### src/ibtx_pkg.sv
// Purpose: shared constants and types for the indicator, branch and transmit executor
// Assumes: digit storage is one digit per address; 200 MHz clock
// Notes: timing counts derived from microsecond figures
// Notes on behaviour
// - branch indicator is chosen by the two-digit code in Q digits eight and nine.
// - indicator 11 sets on positive nonzero result, clears on next arithmetic or reset.
// - indicator 12 sets on zero result, clears on next arithmetic or reset.
// - indicator 13 is unstored, the OR of indicators 11 and 12.
// - indicators 16 and 17 set on even or odd buffer parity errors.
// - indicator 19 is the OR of indicators 06, 07, 16, 17 and 39.
// - testing summary indicators 13 or 19 changes no contributing indicator.
// - last-card indicator 09 sets on final card transfer, clears on test or reset.
// - indicator 36 sets on disk address faults, clears on test, reset or disk operation.
// - indicator 38 sets when last sector finishes with sector count not zero.
// - indicator 39 is the OR of disk indicators 36, 37 and 38.
// - seek-complete indicator 42 sets at seek end, clears on test or power-on reset.
// - branch on indicator takes 200 us when taken, 160 us otherwise.
// - branch if indicator off mirrors branch on, with inverted sense and same timing.
// - branch no group mark branches when Q is not group mark; 240 or 200 us.
// - branch no record mark treats a group mark as a record mark.
// - transmit digit copies digit and flag from Q to P in 200 us.
// - immediate transmit digit copies the instruction's Q units digit and flag to P.
// - transmit field copies downward from Q to P, stopping after the flagged digit.
// - transmit field takes 160 us plus 40 us per source digit.
// - immediate transmit field uses the instruction's own Q digits as source.
// - transmit record copies upward including flags, stopping after the record mark.
// - transmit record takes 160 us plus 40 us per source character.
// - move flag clears P flag if Q unflagged, else moves flag from Q to P.
package ibtx_pkg;
    localparam int unsigned CLK_MHZ        = 200;
    localparam int unsigned T_BASE_US      = 160;
    localparam int unsigned T_DIGIT_US     = 40;
    localparam int unsigned T_SHORT_US     = 200;
    localparam int unsigned T_LONG_US      = 240;
    localparam int unsigned CYC_BASE       = T_BASE_US * CLK_MHZ;
    localparam int unsigned CYC_DIGIT      = T_DIGIT_US * CLK_MHZ;
    localparam int unsigned CYC_SHORT      = T_SHORT_US * CLK_MHZ;
    localparam int unsigned CYC_LONG       = T_LONG_US * CLK_MHZ;
    localparam int unsigned ADDR_W         = 17;
    localparam int unsigned CNT_W          = 24;
    // digit codes: 4-bit value, record mark 4'hA, group mark 4'hF (8 and 2 bits set)
    localparam logic [3:0]  RECORD_MARK    = 4'hA;
    localparam logic [3:0]  GROUP_MARK     = 4'hF;
    localparam logic [3:0]  MARK_BITS      = 4'hA;
    // indicator codes
    localparam logic [7:0]  IND_RD_CHECK   = 8'h06;
    localparam logic [7:0]  IND_WR_CHECK   = 8'h07;
    localparam logic [7:0]  IND_LAST_CARD  = 8'h09;
    localparam logic [7:0]  IND_HIGH_POS   = 8'h11;
    localparam logic [7:0]  IND_EQ_ZERO    = 8'h12;
    localparam logic [7:0]  IND_HP_OR_EZ   = 8'h13;
    localparam logic [7:0]  IND_EVEN_CHK   = 8'h16;
    localparam logic [7:0]  IND_ODD_CHK    = 8'h17;
    localparam logic [7:0]  IND_ANY_CHECK  = 8'h19;
    localparam logic [7:0]  IND_ADDR_CHK   = 8'h36;
    localparam logic [7:0]  IND_WRONG_LEN  = 8'h37;
    localparam logic [7:0]  IND_CYL_OVF    = 8'h38;
    localparam logic [7:0]  IND_ANY_DISK   = 8'h39;
    localparam logic [7:0]  IND_SEEK_DONE  = 8'h42;

    typedef enum logic [3:0] {
        IBTX_OP_NONE, IBTX_OP_BRANCH_ON, IBTX_OP_BRANCH_OFF, IBTX_OP_BRANCH_NO_GROUP,
        IBTX_OP_BRANCH_NO_RECORD, IBTX_OP_XMIT_DIGIT, IBTX_OP_XMIT_DIGIT_IMM,
        IBTX_OP_XMIT_FIELD, IBTX_OP_XMIT_FIELD_IMM, IBTX_OP_XMIT_RECORD, IBTX_OP_MOVE_FLAG
    } ibtx_op_type;

    typedef struct packed {
        logic             flag;
        logic [3:0]       value;
    } ibtx_digit_type;

    typedef struct packed {
        ibtx_op_type      op;
        logic [ADDR_W-1:0] p_addr;
        logic [ADDR_W-1:0] q_addr;
        ibtx_digit_type [4:0] q_digits;  // q_digits[0] is units (Q11), [3] is Q8, [4] Q7
    } ibtx_instr_type;

    typedef struct packed {
        logic             arith_done;
        logic             result_pos;
        logic             result_zero;
        logic             read_err;
        logic             write_err;
        logic             last_card;
        logic             even_parity_err;
        logic             odd_parity_err;
        logic             disk_start;
        logic             disk_addr_err;
        logic             disk_len_err;
        logic             last_sector;
        logic             sector_cnt_nonzero;
        logic             seek_end;
    } ibtx_event_type;

    typedef struct packed {
        logic             rd;
        logic             wr;
        logic [ADDR_W-1:0] addr;
        ibtx_digit_type   wdata;
    } ibtx_mem_req_type;
endpackage

### src/ibtx_exec.sv
// Purpose: executes indicator, branch, transmit and move-flag instructions
// Assumes: storage answers the registered read with rdata in that same cycle
// Notes: start is taken only while busy is low
`timescale 1ns/1ps
`default_nettype none
module ibtx_exec (
    input  wire logic                     ref_clk,
    input  wire logic                     reset_n,
    input  wire logic                     reset_key,
    input  wire logic                     start,
    input  wire ibtx_pkg::ibtx_instr_type instr,
    input  wire ibtx_pkg::ibtx_event_type events,
    input  wire ibtx_pkg::ibtx_digit_type mem_rdata,
    output logic                          busy,
    output logic                          done,
    output logic                          branch_taken,
    output ibtx_pkg::ibtx_mem_req_type    mem_req,
    output logic [18:0]                   indicators
);
    import ibtx_pkg::*;

    // indicators bit order: 06,07,09,11,12,13,16,17,19,36,37,38,39,42 minus summaries stored
    typedef enum {
        IDLE, READ_Q, WAIT_Q, WRITE_P, MF_READ_P, MF_WAIT_P, MF_WRITE, TIMING
    } ibtx_state_type;

    ibtx_state_type       state;
    ibtx_instr_type       cur;
    logic [ADDR_W-1:0]    p_ptr;
    logic [ADDR_W-1:0]    q_ptr;
    logic [2:0]           imm_idx;
    ibtx_digit_type       src;
    logic [CNT_W-1:0]     cycles;
    logic [CNT_W-1:0]     wait_cnt;
    logic                 ind_rd, ind_wr, ind_card, ind_hp, ind_ez, ind_even, ind_odd;
    logic                 ind_addr, ind_len, ind_cyl, ind_seek;
    logic                 test_strobe;
    logic [7:0]           test_code;

    // ==========================================================
    // indicator lookup
    function automatic logic ind_value(input logic [7:0] code);
        logic disk_any;
        disk_any = ind_addr | ind_len | ind_cyl;
        unique case (code)
            IND_RD_CHECK:  ind_value = ind_rd;
            IND_WR_CHECK:  ind_value = ind_wr;
            IND_LAST_CARD: ind_value = ind_card;
            IND_HIGH_POS:  ind_value = ind_hp;
            IND_EQ_ZERO:   ind_value = ind_ez;
            IND_HP_OR_EZ:  ind_value = ind_hp | ind_ez;
            IND_EVEN_CHK:  ind_value = ind_even;
            IND_ODD_CHK:   ind_value = ind_odd;
            IND_ANY_CHECK: ind_value = ind_rd | ind_wr | ind_even | ind_odd | disk_any;
            IND_ADDR_CHK:  ind_value = ind_addr;
            IND_WRONG_LEN: ind_value = ind_len;
            IND_CYL_OVF:   ind_value = ind_cyl;
            IND_ANY_DISK:  ind_value = disk_any;
            IND_SEEK_DONE: ind_value = ind_seek;
            default:       ind_value = 1'b0;
        endcase
    endfunction

    function automatic logic is_start_ok(input logic s, input logic b);
        is_start_ok = s & ~b;
    endfunction

    // ==========================================================
    // indicators: set wins over clear; summary codes clear nothing
    wire logic clr_rd   = test_strobe && test_code == IND_RD_CHECK;
    wire logic clr_wr   = test_strobe && test_code == IND_WR_CHECK;
    wire logic clr_card = test_strobe && test_code == IND_LAST_CARD;
    wire logic clr_even = test_strobe && test_code == IND_EVEN_CHK;
    wire logic clr_odd  = test_strobe && test_code == IND_ODD_CHK;
    wire logic clr_addr = (test_strobe && test_code == IND_ADDR_CHK) || events.disk_start;
    wire logic clr_len  = (test_strobe && test_code == IND_WRONG_LEN) || events.disk_start;
    wire logic clr_cyl  = (test_strobe && test_code == IND_CYL_OVF) || events.disk_start;
    wire logic clr_seek = test_strobe && test_code == IND_SEEK_DONE;
    wire logic cyl_set  = events.last_sector && events.sector_cnt_nonzero;

    always_ff @(posedge ref_clk or negedge reset_n) begin
        if (!reset_n) begin
            ind_hp <= 1'b0;
            ind_ez <= 1'b0;
        end else if (events.arith_done) begin
            ind_hp <= events.result_pos && !events.result_zero;
            ind_ez <= events.result_zero;
        end else if (reset_key) begin
            ind_hp <= 1'b0;
            ind_ez <= 1'b0;
        end
    end

    // summary codes 13, 19 and 39 match no clear term above
    always_ff @(posedge ref_clk or negedge reset_n) begin
        if (!reset_n) begin
            ind_rd   <= 1'b0;
            ind_wr   <= 1'b0;
            ind_card <= 1'b0;
            ind_even <= 1'b0;
            ind_odd  <= 1'b0;
            ind_addr <= 1'b0;
            ind_len  <= 1'b0;
            ind_cyl  <= 1'b0;
        end else begin
            ind_rd   <= events.read_err  || (ind_rd  && !(clr_rd  || reset_key));
            ind_wr   <= events.write_err || (ind_wr  && !(clr_wr  || reset_key));
            ind_card <= events.last_card || (ind_card && !(clr_card || reset_key));
            ind_even <= events.even_parity_err || (ind_even && !(clr_even || reset_key));
            ind_odd  <= events.odd_parity_err  || (ind_odd  && !(clr_odd  || reset_key));
            ind_addr <= events.disk_addr_err || (ind_addr && !(clr_addr || reset_key));
            ind_len  <= events.disk_len_err  || (ind_len  && !(clr_len  || reset_key));
            ind_cyl  <= cyl_set || (ind_cyl && !(clr_cyl || reset_key));
        end
    end

    // seek complete survives the reset key; only a test of code 42 or power-on reset clears it
    always_ff @(posedge ref_clk or negedge reset_n) begin
        if (!reset_n) begin
            ind_seek <= 1'b0;
        end else begin
            ind_seek <= events.seek_end || (ind_seek && !clr_seek);
        end
    end

    always_ff @(posedge ref_clk or negedge reset_n) begin
        if (!reset_n) begin
            indicators <= '0;
        end else begin
            // bit 17 has no indicator behind it and reads zero
            indicators <= {ind_seek, 1'b0,
                           ind_addr | ind_len | ind_cyl, ind_cyl, ind_len, ind_addr,
                           ind_rd | ind_wr | ind_even | ind_odd | ind_addr | ind_len | ind_cyl,
                           ind_odd, ind_even, ind_hp | ind_ez, ind_ez, ind_hp,
                           ind_card, ind_wr, ind_rd, 4'h0};
        end
    end

    // ==========================================================
    // sequencer
    // one instruction at a time; start is ignored until done has pulsed
    always_ff @(posedge ref_clk or negedge reset_n) begin
        if (!reset_n) begin
            state        <= IDLE;
            cur          <= '0;
            p_ptr        <= '0;
            q_ptr        <= '0;
            imm_idx      <= '0;
            src          <= '0;
            cycles       <= '0;
            wait_cnt     <= '0;
            busy         <= 1'b0;
            done         <= 1'b0;
            branch_taken <= 1'b0;
            mem_req      <= '0;
            test_strobe  <= 1'b0;
            test_code    <= '0;
        end else begin
            done        <= 1'b0;
            test_strobe <= 1'b0;
            mem_req.rd  <= 1'b0;
            mem_req.wr  <= 1'b0;
            wait_cnt    <= wait_cnt + 1'b1;
            unique case (state)
                IDLE: begin
                    if (is_start_ok(start, busy)) begin
                        cur          <= instr;
                        p_ptr        <= instr.p_addr;
                        q_ptr        <= instr.q_addr;
                        imm_idx      <= '0;
                        busy         <= 1'b1;
                        branch_taken <= 1'b0;
                        wait_cnt     <= '0;
                        unique case (instr.op)
                            IBTX_OP_BRANCH_ON, IBTX_OP_BRANCH_OFF: begin
                                test_code   <= {instr.q_digits[3].value,
                                                instr.q_digits[2].value};
                                test_strobe <= 1'b1;
                                branch_taken <= ind_value({instr.q_digits[3].value,
                                    instr.q_digits[2].value}) ^
                                    (instr.op == IBTX_OP_BRANCH_OFF);
                                cycles <= (ind_value({instr.q_digits[3].value,
                                    instr.q_digits[2].value}) ^
                                    (instr.op == IBTX_OP_BRANCH_OFF)) ?
                                    CNT_W'(CYC_SHORT) : CNT_W'(CYC_BASE);
                                state  <= TIMING;
                            end
                            // immediate forms skip the storage read and write from the instruction
                            IBTX_OP_XMIT_DIGIT_IMM: begin
                                src    <= instr.q_digits[0];
                                cycles <= CNT_W'(CYC_SHORT);
                                state  <= WRITE_P;
                            end
                            IBTX_OP_XMIT_FIELD_IMM: begin
                                src    <= instr.q_digits[0];
                                cycles <= CNT_W'(CYC_BASE);
                                state  <= WRITE_P;
                            end
                            IBTX_OP_NONE: begin
                                busy   <= 1'b0;
                                done   <= 1'b1;
                            end
                            default: begin
                                cycles <= (instr.op == IBTX_OP_XMIT_FIELD ||
                                           instr.op == IBTX_OP_XMIT_RECORD) ?
                                          CNT_W'(CYC_BASE) : CNT_W'(CYC_SHORT);
                                state  <= READ_Q;
                            end
                        endcase
                    end
                end
                READ_Q: begin
                    mem_req.rd   <= 1'b1;
                    mem_req.addr <= q_ptr;
                    state        <= WAIT_Q;
                end
                WAIT_Q: begin
                    // storage answers the registered read in the same cycle
                    state <= (cur.op == IBTX_OP_MOVE_FLAG) ? MF_READ_P : WRITE_P;
                    src   <= mem_rdata;
                    unique case (cur.op)
                        IBTX_OP_BRANCH_NO_GROUP: begin
                            branch_taken <= mem_rdata.value != GROUP_MARK;
                            cycles <= (mem_rdata.value != GROUP_MARK) ?
                                      CNT_W'(CYC_LONG) : CNT_W'(CYC_SHORT);
                            state  <= TIMING;
                        end
                        IBTX_OP_BRANCH_NO_RECORD: begin
                            // group mark carries the same 8 and 2 bits
                            branch_taken <= (mem_rdata.value & MARK_BITS) != MARK_BITS;
                            cycles <= ((mem_rdata.value & MARK_BITS) != MARK_BITS) ?
                                      CNT_W'(CYC_LONG) : CNT_W'(CYC_SHORT);
                            state  <= TIMING;
                        end
                        default: begin
                        end
                    endcase
                end
                WRITE_P: begin
                    mem_req.wr    <= 1'b1;
                    mem_req.addr  <= p_ptr;
                    mem_req.wdata <= src;
                    state         <= TIMING;
                    if (cur.op == IBTX_OP_XMIT_FIELD || cur.op == IBTX_OP_XMIT_FIELD_IMM) begin
                        cycles <= cycles + CNT_W'(CYC_DIGIT);
                        p_ptr  <= p_ptr - 1'b1;
                        q_ptr  <= q_ptr - 1'b1;
                        imm_idx <= imm_idx + 1'b1;
                        // flagged high-order digit (not units) ends the field
                        if (!(src.flag && (imm_idx != 3'h0 || cur.op == IBTX_OP_XMIT_FIELD
                                && p_ptr != cur.p_addr))) begin
                            state <= (cur.op == IBTX_OP_XMIT_FIELD) ? READ_Q : WRITE_P;
                            // only five Q digits exist; the immediate form never indexes past the high one
                            if (imm_idx != 3'h4) begin
                                src <= cur.q_digits[3'(imm_idx + 3'h1)];
                            end
                        end
                        if (cur.op == IBTX_OP_XMIT_FIELD_IMM && imm_idx == 3'h4) begin
                            state <= TIMING;
                        end
                    end else if (cur.op == IBTX_OP_XMIT_RECORD) begin
                        cycles <= cycles + CNT_W'(CYC_DIGIT);
                        p_ptr  <= p_ptr + 1'b1;
                        q_ptr  <= q_ptr + 1'b1;
                        if ((src.value & MARK_BITS) != MARK_BITS) begin
                            state <= READ_Q;
                        end
                    end
                end
                MF_READ_P: begin
                    mem_req.rd   <= 1'b1;
                    mem_req.addr <= p_ptr;
                    state        <= MF_WAIT_P;
                end
                MF_WAIT_P: begin
                    mem_req.wr    <= 1'b1;
                    mem_req.addr  <= p_ptr;
                    mem_req.wdata <= '{flag: src.flag, value: mem_rdata.value};
                    state         <= src.flag ? MF_WRITE : TIMING;
                    cycles        <= CNT_W'(CYC_LONG);
                end
                MF_WRITE: begin
                    mem_req.wr    <= 1'b1;
                    mem_req.addr  <= q_ptr;
                    mem_req.wdata <= '{flag: 1'b0, value: src.value};
                    state         <= TIMING;
                end
                TIMING: begin
                    // wait_cnt restarts on the start edge, so the count spans the instruction
                    if (wait_cnt >= cycles - 1'b1) begin
                        busy  <= 1'b0;
                        done  <= 1'b1;
                        state <= IDLE;
                    end
                end
                default: state <= IDLE;
            endcase
        end
    end
endmodule
`default_nettype wire

### config.mk
export PLATFORM = sky130hd
export DESIGN_NAME = ibtx_exec
export DESIGN_NICKNAME = d
export VERILOG_FILES = /design/src/ibtx_pkg.sv /design/src/ibtx_exec.sv
export SDC_FILE = /design/constraint.sdc
export NUM_CORES = 1
export LEC_CHECK = 0
export BUFFER_PORTS_ARGS = -buffer_cell sky130_fd_sc_hd__buf_4
export CAP_MARGIN = 15
export CORE_ASPECT_RATIO = 0.6
export CORE_MARGIN = 10
export CORE_UTILIZATION = 64
export DETAILED_ROUTE_END_ITERATION = 6
export PLACE_DENSITY = 0.86
export SLEW_MARGIN = 10
export SYNTH_ARGS = -nofsm -noshare
export SYNTH_HDL_FRONTEND = slang
export SYNTH_SLANG_ARGS = --single-unit
### constraint.sdc
create_clock -name ref_clk -period 6.2 [get_ports ref_clk]
set_clock_uncertainty 0.15 [all_clocks]
set_input_delay 0.31 -clock ref_clk [delete_from_list [all_inputs] [get_ports ref_clk]]
set_output_delay 0.31 -clock ref_clk [all_outputs]
set_load 0.02 [all_outputs]
==> results of run 1 <==
final cells by class:
type	instances	area share [%]
multi-input cells	1008	45.1
flip-flops and latches	194	35.2
repair buffers	206	12.5
clock buffers	17	3.09
well taps	234	2.12
clock inverters	14	1.32
inverters	24	0.654
diodes	2	0.0363
synth_stat cells (4+ instances only):
cell type and number:
a21oi_1 97, nor3_1 23, a21o_1 25, nor2_1 101, nor3b_1 8, a31o_2 10, and3_1 15, nor4_1 11
nor2b_1 8, a22oi_1 7, or3_1 5, a211oi_1 9, inv_1 21, a31oi_1 16, o21ai_0 82, a211o_1 4
buf_4 5, nand3b_1 6, nand2b_1 7, mux4_2 5, nand3_1 29, nand4_1 14, o21a_1 11, nand4b_1 7
dfrtp_1 194, o21bai_1 6, mux2_2 16, mux2i_1 21, xor2_1 35, xnor2_1 47, o31ai_1 7, o211ai_1 6
clkbuf_1 46, o22ai_1 14, buf_2 9, nand2_1 250, buf_1 5, ha_1 53
cell families after synthesis:
logic type | share of synthesized area, %
AO/OA/AOI/OAI | 17.3
XOR/XNOR | 6.30
adder cells (fa/ha/maj) | 6.16
buffers and inverters | 3.29
flip-flops | 42.6
multiplexers | 4.41
other | 0.0329
AND/OR/NAND/NOR | 19.9
where the power goes:
group	switching [mW]	internal [mW]
combinational	2.20	1.62
sequential	0.651	1.77
clock	0.525	0.639
total	3.37	4.02
layout by cell type, fill, tap and decap left out, types with 15 or more instances in the layout:
cell and n:
buf_4 139, clkbuf_16 17, a31oi_1 16, nand2_1 249, and3_1 15, mux2i_1 21
xnor2_1 47, dfrtp_1 194, inv_1 21, nand3_1 29, ha_1 53, nor2_1 100
xor2_1 35, a21o_1 25, mux2_2 16, o21ai_0 81, dlygate4sd3_1 66, a21oi_1 96
nor3_1 23
worst max-delay path, delay by kind of cell (launching register included):
family / cells / cell delay [ps]
DFF: 1 / 470
adders and majority gates: 1 / 210
xor gates and xnor gates: 1 / 160
AOI/OAI and AO/OA: 3 / 980
and+or+nand+nor: 5 / 2260
metal layers:
layer	global-route usage [%]	vias to the layer above	part of all wire (%)
li1	-	4872	-
met2	43.7	594	44
met1	40.2	5200	42
met3	10.2	65	12
met4	7.96	0	1.7
met5	0	-	0
final timing paths:
kind                       depth (start not counted)       endpoint       start
max in group asynchronous                          3     cycles[18]     reset_n
max                                               10       state[2]  cycles[12]
min                                                3       q_ptr[4]   instr[29]
max reg2reg                                       10       state[2]  cycles[12]
min reg2reg                                        0  indicators[6]    ind_card
min in group asynchronous                          2   wait_cnt[10]     reset_n
stage by stage:
| stage | cell area, µm² | power [mW] | cells | hold slack [ps] |
|---|---|---|---|---|
| detailed placement | 12500 | 6.05 | 1600 | 248 |
| global placement | 12500 | 5.86 | 1600 | 254 |
| global route | 13800 | 7.87 | 1699 | 12.8 |
| floorplan | 11400 | 4.94 | 1292 | -136 |
| CTS | 13800 | 7.28 | 1697 | 2.01 |
| finish | 13800 | 7.40 | 1699 | 6.68 |
flip-flops by register name (all words and copies together), names as in the netlist, 3 cells and up:
register,count
imm_idx,3
mem_req,24
q_ptr,17
wait_cnt,24
p_ptr,17
cycles,18
cur,46
test_code,8
indicators,14
state,3
src,5
==> impl_metrics.tcl, run 1 <==
set metrics [dict create \
    place_congestion 0.907 \
    timing.final.ws_setup_ps 1930 \
    worst_slew_pin_slew_ps 980 \
    multi_input_area_um2 6210 \
    setup_tns_ps 0 \
    io_buffers 126 \
    rows 37 \
    fillers 1127 \
    outcome "finished, final reports clean" \
    cts_buffers 17 \
    hold_buffers 66 \
    grt_max_degree 123 \
    finalHoldViolations 0 \
    clk_path_buf_depth 2 \
    synth.top_cell.area_share_pct 42.6 \
    cts_tree "done" \
    vias_per_cell 6.32 \
    slew_headroom_pct 34.6 \
    grt_pass1_wl_mm 55.6 \
    cp_cell_sequence "or4_4 -> or4_4 -> or4_1 -> xor2_1 -> ha_1 -> or4_1 -> a221oi_1 -> o21ai_0 -> nand4_1 -> o311a_1" \
    grt_pass1_vias 10482 \
    core-area_um2 17300 \
    die_h_um 123 \
    max_stage_delay_ps 540 \
    insertion_delay_ps 450 \
    ys_ff_latch 194 \
    synth-seq-area-share_pct 42.6 \
    seq_area_um2 4850 \
    async_reset_ff_share_pct 100 \
    hp-class "in -> reg" \
    overflow 0 \
    crit_fanout 8 \
    synth_area_um2 11400 \
    ys_types 69 \
    setup_viol 0 \
    irDropWorstVdd_uv 300 \
    cp_slowest_cell "or4_4" \
    antenna_found_initial 2 \
    p_per_area_nw_per_um2 537 \
    synthCells 1288 \
    grt_usage_pct 29.4 \
    r2r_slack_ps 1930 \
    post-place-ws_ps 1980 \
    crit_arrival_ps 4510 \
    layout_min_cycle_time_ps 4270 \
    drc 0 \
    drtPass1Iterations 5 \
    wl_mm 34.5 \
    maxCapViolations 0 \
    hpwl_mm 23.6 \
    vias 10731 \
    yosysTopAreaCell "dfrtp_1" \
    io_pins 132 \
    rsz0062_at_grt "no" \
    synth-edff-count 0 \
    critPathCaptureType "register" \
    finalMaxSlewViolations 0 \
    drt_iter0_drc 1273 \
    p_leak_nw 6.32 \
    initial_utilization_pct 65.9 \
    htreeDepth 4 \
    drive_above_1_share_pct 14.7 \
    path_class "reg -> reg" \
    yosys-top-cells-area "dfrtp_1, nand2_1, ha_1, a21oi_1, xnor2_1" \
    ys_warn_count 0 \
    cts-root-buf "clkbuf_16" \
    max_freq_mhz 234 \
    final_nets 1592 \
    syn_avg_cell_area_um2 8.86 \
    fin_crit_sh_pct 68.8 \
    clock_sinks 194 \
    worst_ep_required_time_ps 6440 \
    cts.repair.resized 0 \
    synthFlopType "dfrtp_1" \
    area_growth_syn_to_layout_pct 20.8 \
    die_w_um 192 \
    worstSetupStartpointType "register" \
    postRouteAntennaNets 0 \
    cts.clk_slew.worst_paths_ps 80 \
    die_area_um2 23700 \
    wl_per_cell_um 20.3 \
    utilization_pct 79.6 \
    cts_setup_buffers 0 \
]
Note: power is estimated with default switching activity, not from simulation.
==> inputs of run 2 (changes only) <==
--- a/config.mk
+++ b/config.mk
@@ -5,13 +5,14 @@
 export SDC_FILE = /design/constraint.sdc
 export NUM_CORES = 1
 export LEC_CHECK = 0
+export ABC_AREA = 1
 export BUFFER_PORTS_ARGS = -buffer_cell sky130_fd_sc_hd__buf_4
 export CAP_MARGIN = 15
 export CORE_ASPECT_RATIO = 0.6
 export CORE_MARGIN = 10
-export CORE_UTILIZATION = 64
+export CORE_UTILIZATION = 60
 export DETAILED_ROUTE_END_ITERATION = 6
-export PLACE_DENSITY = 0.86
+export PLACE_DENSITY = 0.81
 export SLEW_MARGIN = 10
 export SYNTH_ARGS = -nofsm -noshare
 export SYNTH_HDL_FRONTEND = slang
==> constraint.sdc (replaced) <==
create_clock -name ref_clk -period 4.3 [get_ports ref_clk]
set_clock_uncertainty 0.15 [all_clocks]
set_input_delay 0.215 -clock ref_clk [delete_from_list [all_inputs] [get_ports ref_clk]]
set_output_delay 0.215 -clock ref_clk [all_outputs]
set_load 0.02 [all_outputs]
==> run 2 against run 1 <==
Sequential cell count unchanged; first-iteration DRC count increased by 9.3%; design area increased by 4.5%; count of clock-buffer cells in the layout increased by 2; power decreased by 44%; largest power group is now sequential cells; final cell count increased by 22%; register-to-register slack got worse by 1100 ps; core utilization decreased by 4.5 points.
==> impl_metrics.tcl, run 2 <==
set metrics [dict create \
    drive_above_1_share_pct 10.9 \
    cp_slowest_cell "dfrtp_1" \
    synth.top_cell.area_share_pct 41.1 \
    intPower_mw 3.02 \
    cts-root-buf "clkbuf_16" \
    ys_ff_latch 194 \
    clock_sinks 194 \
    hold_buffers 85 \
    outcome "finished, final reports clean" \
    cts_setup_buffers 0 \
    max_freq_mhz 289 \
    initial_utilization_pct 61.6 \
    vias 11846 \
    synthFlopType "dfrtp_1" \
    post-place-ws_ps 913 \
    area_growth_syn_to_layout_pct 21.9 \
    ys_types 45 \
    grt_usage_pct 27.6 \
    drt_iter0_drc 1391 \
    htreeDepth 4 \
    overflow 0 \
    yosysMostFrequentCell "nand2_1" \
    layout_min_cycle_time_ps 3460 \
    setup_tns_ps 0 \
    slew_headroom_pct 23.2 \
    path_common_cell "inv_1" \
    io_buffers 126 \
    cts.repair.resized 0 \
    cts_tree "done" \
    totalPowerFinal_mw 4.12 \
    synth.cells.most_frequent "nand2_1, dfrtp_1, nor2_1, inv_1, o21ai_0" \
    largest_register_ffs 46 \
    cp_cell_sequence "inv_1 -> ha_1 -> inv_1 -> nor2_1 -> nand2_1 -> nor4_1 -> nand2_1 -> nor3_1 -> xor2_1 -> inv_1 -> ha_1 -> nand2_1 -> inv_1 -> nand3_1 -> nor3_1 -> nand3_1 -> nand4_1 -> o21ai_0" \
    setup_viol 0 \
    p_per_area_nw_per_um2 286 \
    switching_share_pct 26.6 \
    wl_per_cell_um 17.3 \
    drtPass1Iterations 6 \
    crit_fanout 7 \
    worstSetupStartpointType "register" \
    finalMaxSlewViolations 0 \
    die_h_um 129 \
    vias_per_cell 5.70 \
    clk_path_buf_depth 2 \
    antenna_found_initial 1 \
    ys_warn_count 0 \
    max_stage_delay_ps 450 \
    p_clk_share_pct 39.2 \
    irDropWorstVdd_uv 281 \
    crit_arrival_ps 3620 \
    postRouteAntennaNets 0 \
    yosys-top-cells-area "dfrtp_1, nand2_1, o21ai_0, nor2_1, ha_1" \
    fin_crit_sh_pct 80.4 \
    grt_max_degree 103 \
    layout_common_cells "nand2_1, dfrtp_1, nor2_1" \
    rsz0062_at_grt "no" \
    drc 0 \
    rows 39 \
    finalHoldViolations 0 \
    syn_avg_cell_area_um2 7.37 \
    insertion_delay_ps 440 \
    maxCapViolations 0 \
    timing.final.ws_setup_ps 843 \
    path_class "reg -> reg" \
    holdWs_ps 49.0 \
    io_pins 132 \
    critPathCaptureType "register" \
    grt_pass1_vias 11012 \
    net-switching-power_mw 1.10 \
    hpwl_mm 26.1 \
    die_w_um 201 \
    cts_buffers 17 \
    fillers 1487 \
    synth-seq-area-share_pct 41.1 \
    wl_mm 36.0 \
    die_area_um2 25900 \
    worst_ep_required_time_ps 4460 \
    synthCells 1603 \
    p_leak_nw 7.26 \
    top_regs "cur (46), mem_req (24), wait_cnt (24)" \
    async_reset_ff_share_pct 100 \
    p_seq_share_pct 48.0 \
    hp-class "in -> reg" \
    layout_commonest_cell "nand2_1" \
    pwr-share-comb_pct 12.8 \
    cts.clk_slew.worst_paths_ps 70 \
    grt_pass1_wl_mm 57.7 \
    synth-edff-count 0 \
    yosysTopAreaCell "dfrtp_1" \
    place_congestion 0.949 \
    worst_slew_pin_slew_ps 1150 \
    final_nets 1940 \
    core-area_um2 19200 \
    regMostFlops "cur" \
    utilization_pct 75.1 \
    synth_area_um2 11800 \
]
run 2: layout make-up:
class | instances | area [µm²] | share of cell area [%]
clock inverter | 11 | 130 | 0.904
tap | 266 | 333 | 2.31
inverter | 183 | 687 | 4.77
sequential | 194 | 4850 | 33.7
antenna | 1 | 2.50 | 0.0174
clock buffer | 19 | 453 | 3.15
timing repair buffer | 220 | 1870 | 13.0
multi-input combinational | 1183 | 6070 | 42.1
run 2: worst max-delay path, delay by kind of cell (launching register included):
kind	cells	cell delay, ps
buffers and inverters	4	290
adder cells (fa/ha/maj)	2	470
AND/OR/NAND/NOR	10	1680
flip-flops	1	450
AO/OA/AOI/OAI	1	100
XOR/XNOR	1	180
run 2: final timing paths:
check	start	end	slack [ps]	cells after the start
max	cycles[6]	state[0]	840	18
min	mem_rdata[4]	src[4]	50	5
max reg2reg	cycles[6]	state[0]	840	18
min reg2reg	ind_even	indicators[10]	260	0
max in group asynchronous	reset_n	imm_idx[2]	2630	3
min in group asynchronous	reset_n	mem_req[4]	260	2
run 2: per-layer routing:
metal / up-vias / GRT usage [%] / share of wire, %
met3: 55 / 8.95 / 13
met1: 5483 / 41.0 / 46
li1: 5650 / - / -
met5: - / 0 / 0
met4: 0 / 6.38 / 1.4
met2: 658 / 37.7 / 40
run 2: kinds of logic after synthesis:
kind of cell / Yosys count / synth area share, %
AO/OA/AOI/OAI: 322 / 15.2
XOR/XNOR: 43 / 3.19
adder cells (fa/ha/maj): 55 / 5.95
buffers and inverters: 230 / 7.73
flip-flops: 194 / 41.1
other: 1 / 0.0318
AND/OR/NAND/NOR: 758 / 26.8
run 2: power groups by stage:
stage	combinational, mW	sequential [mW]	clock (mW)
after global placement	0.437	2.00	0
final	0.526	1.98	1.61
after detailed placement	0.450	2.01	0
after floorplan	0.250	1.99	0
after CTS	0.517	1.97	1.63
after global routing	0.587	1.98	1.70
run 2: stage by stage:
| step | cell area [µm²] | instances |
|---|---|---|
| detailed placement | 13000 | 1961 |
| finish | 14400 | 2077 |
| floorplan | 11800 | 1607 |
| global route | 14400 | 2077 |
| CTS | 14400 | 2076 |
| global placement | 13000 | 1961 |
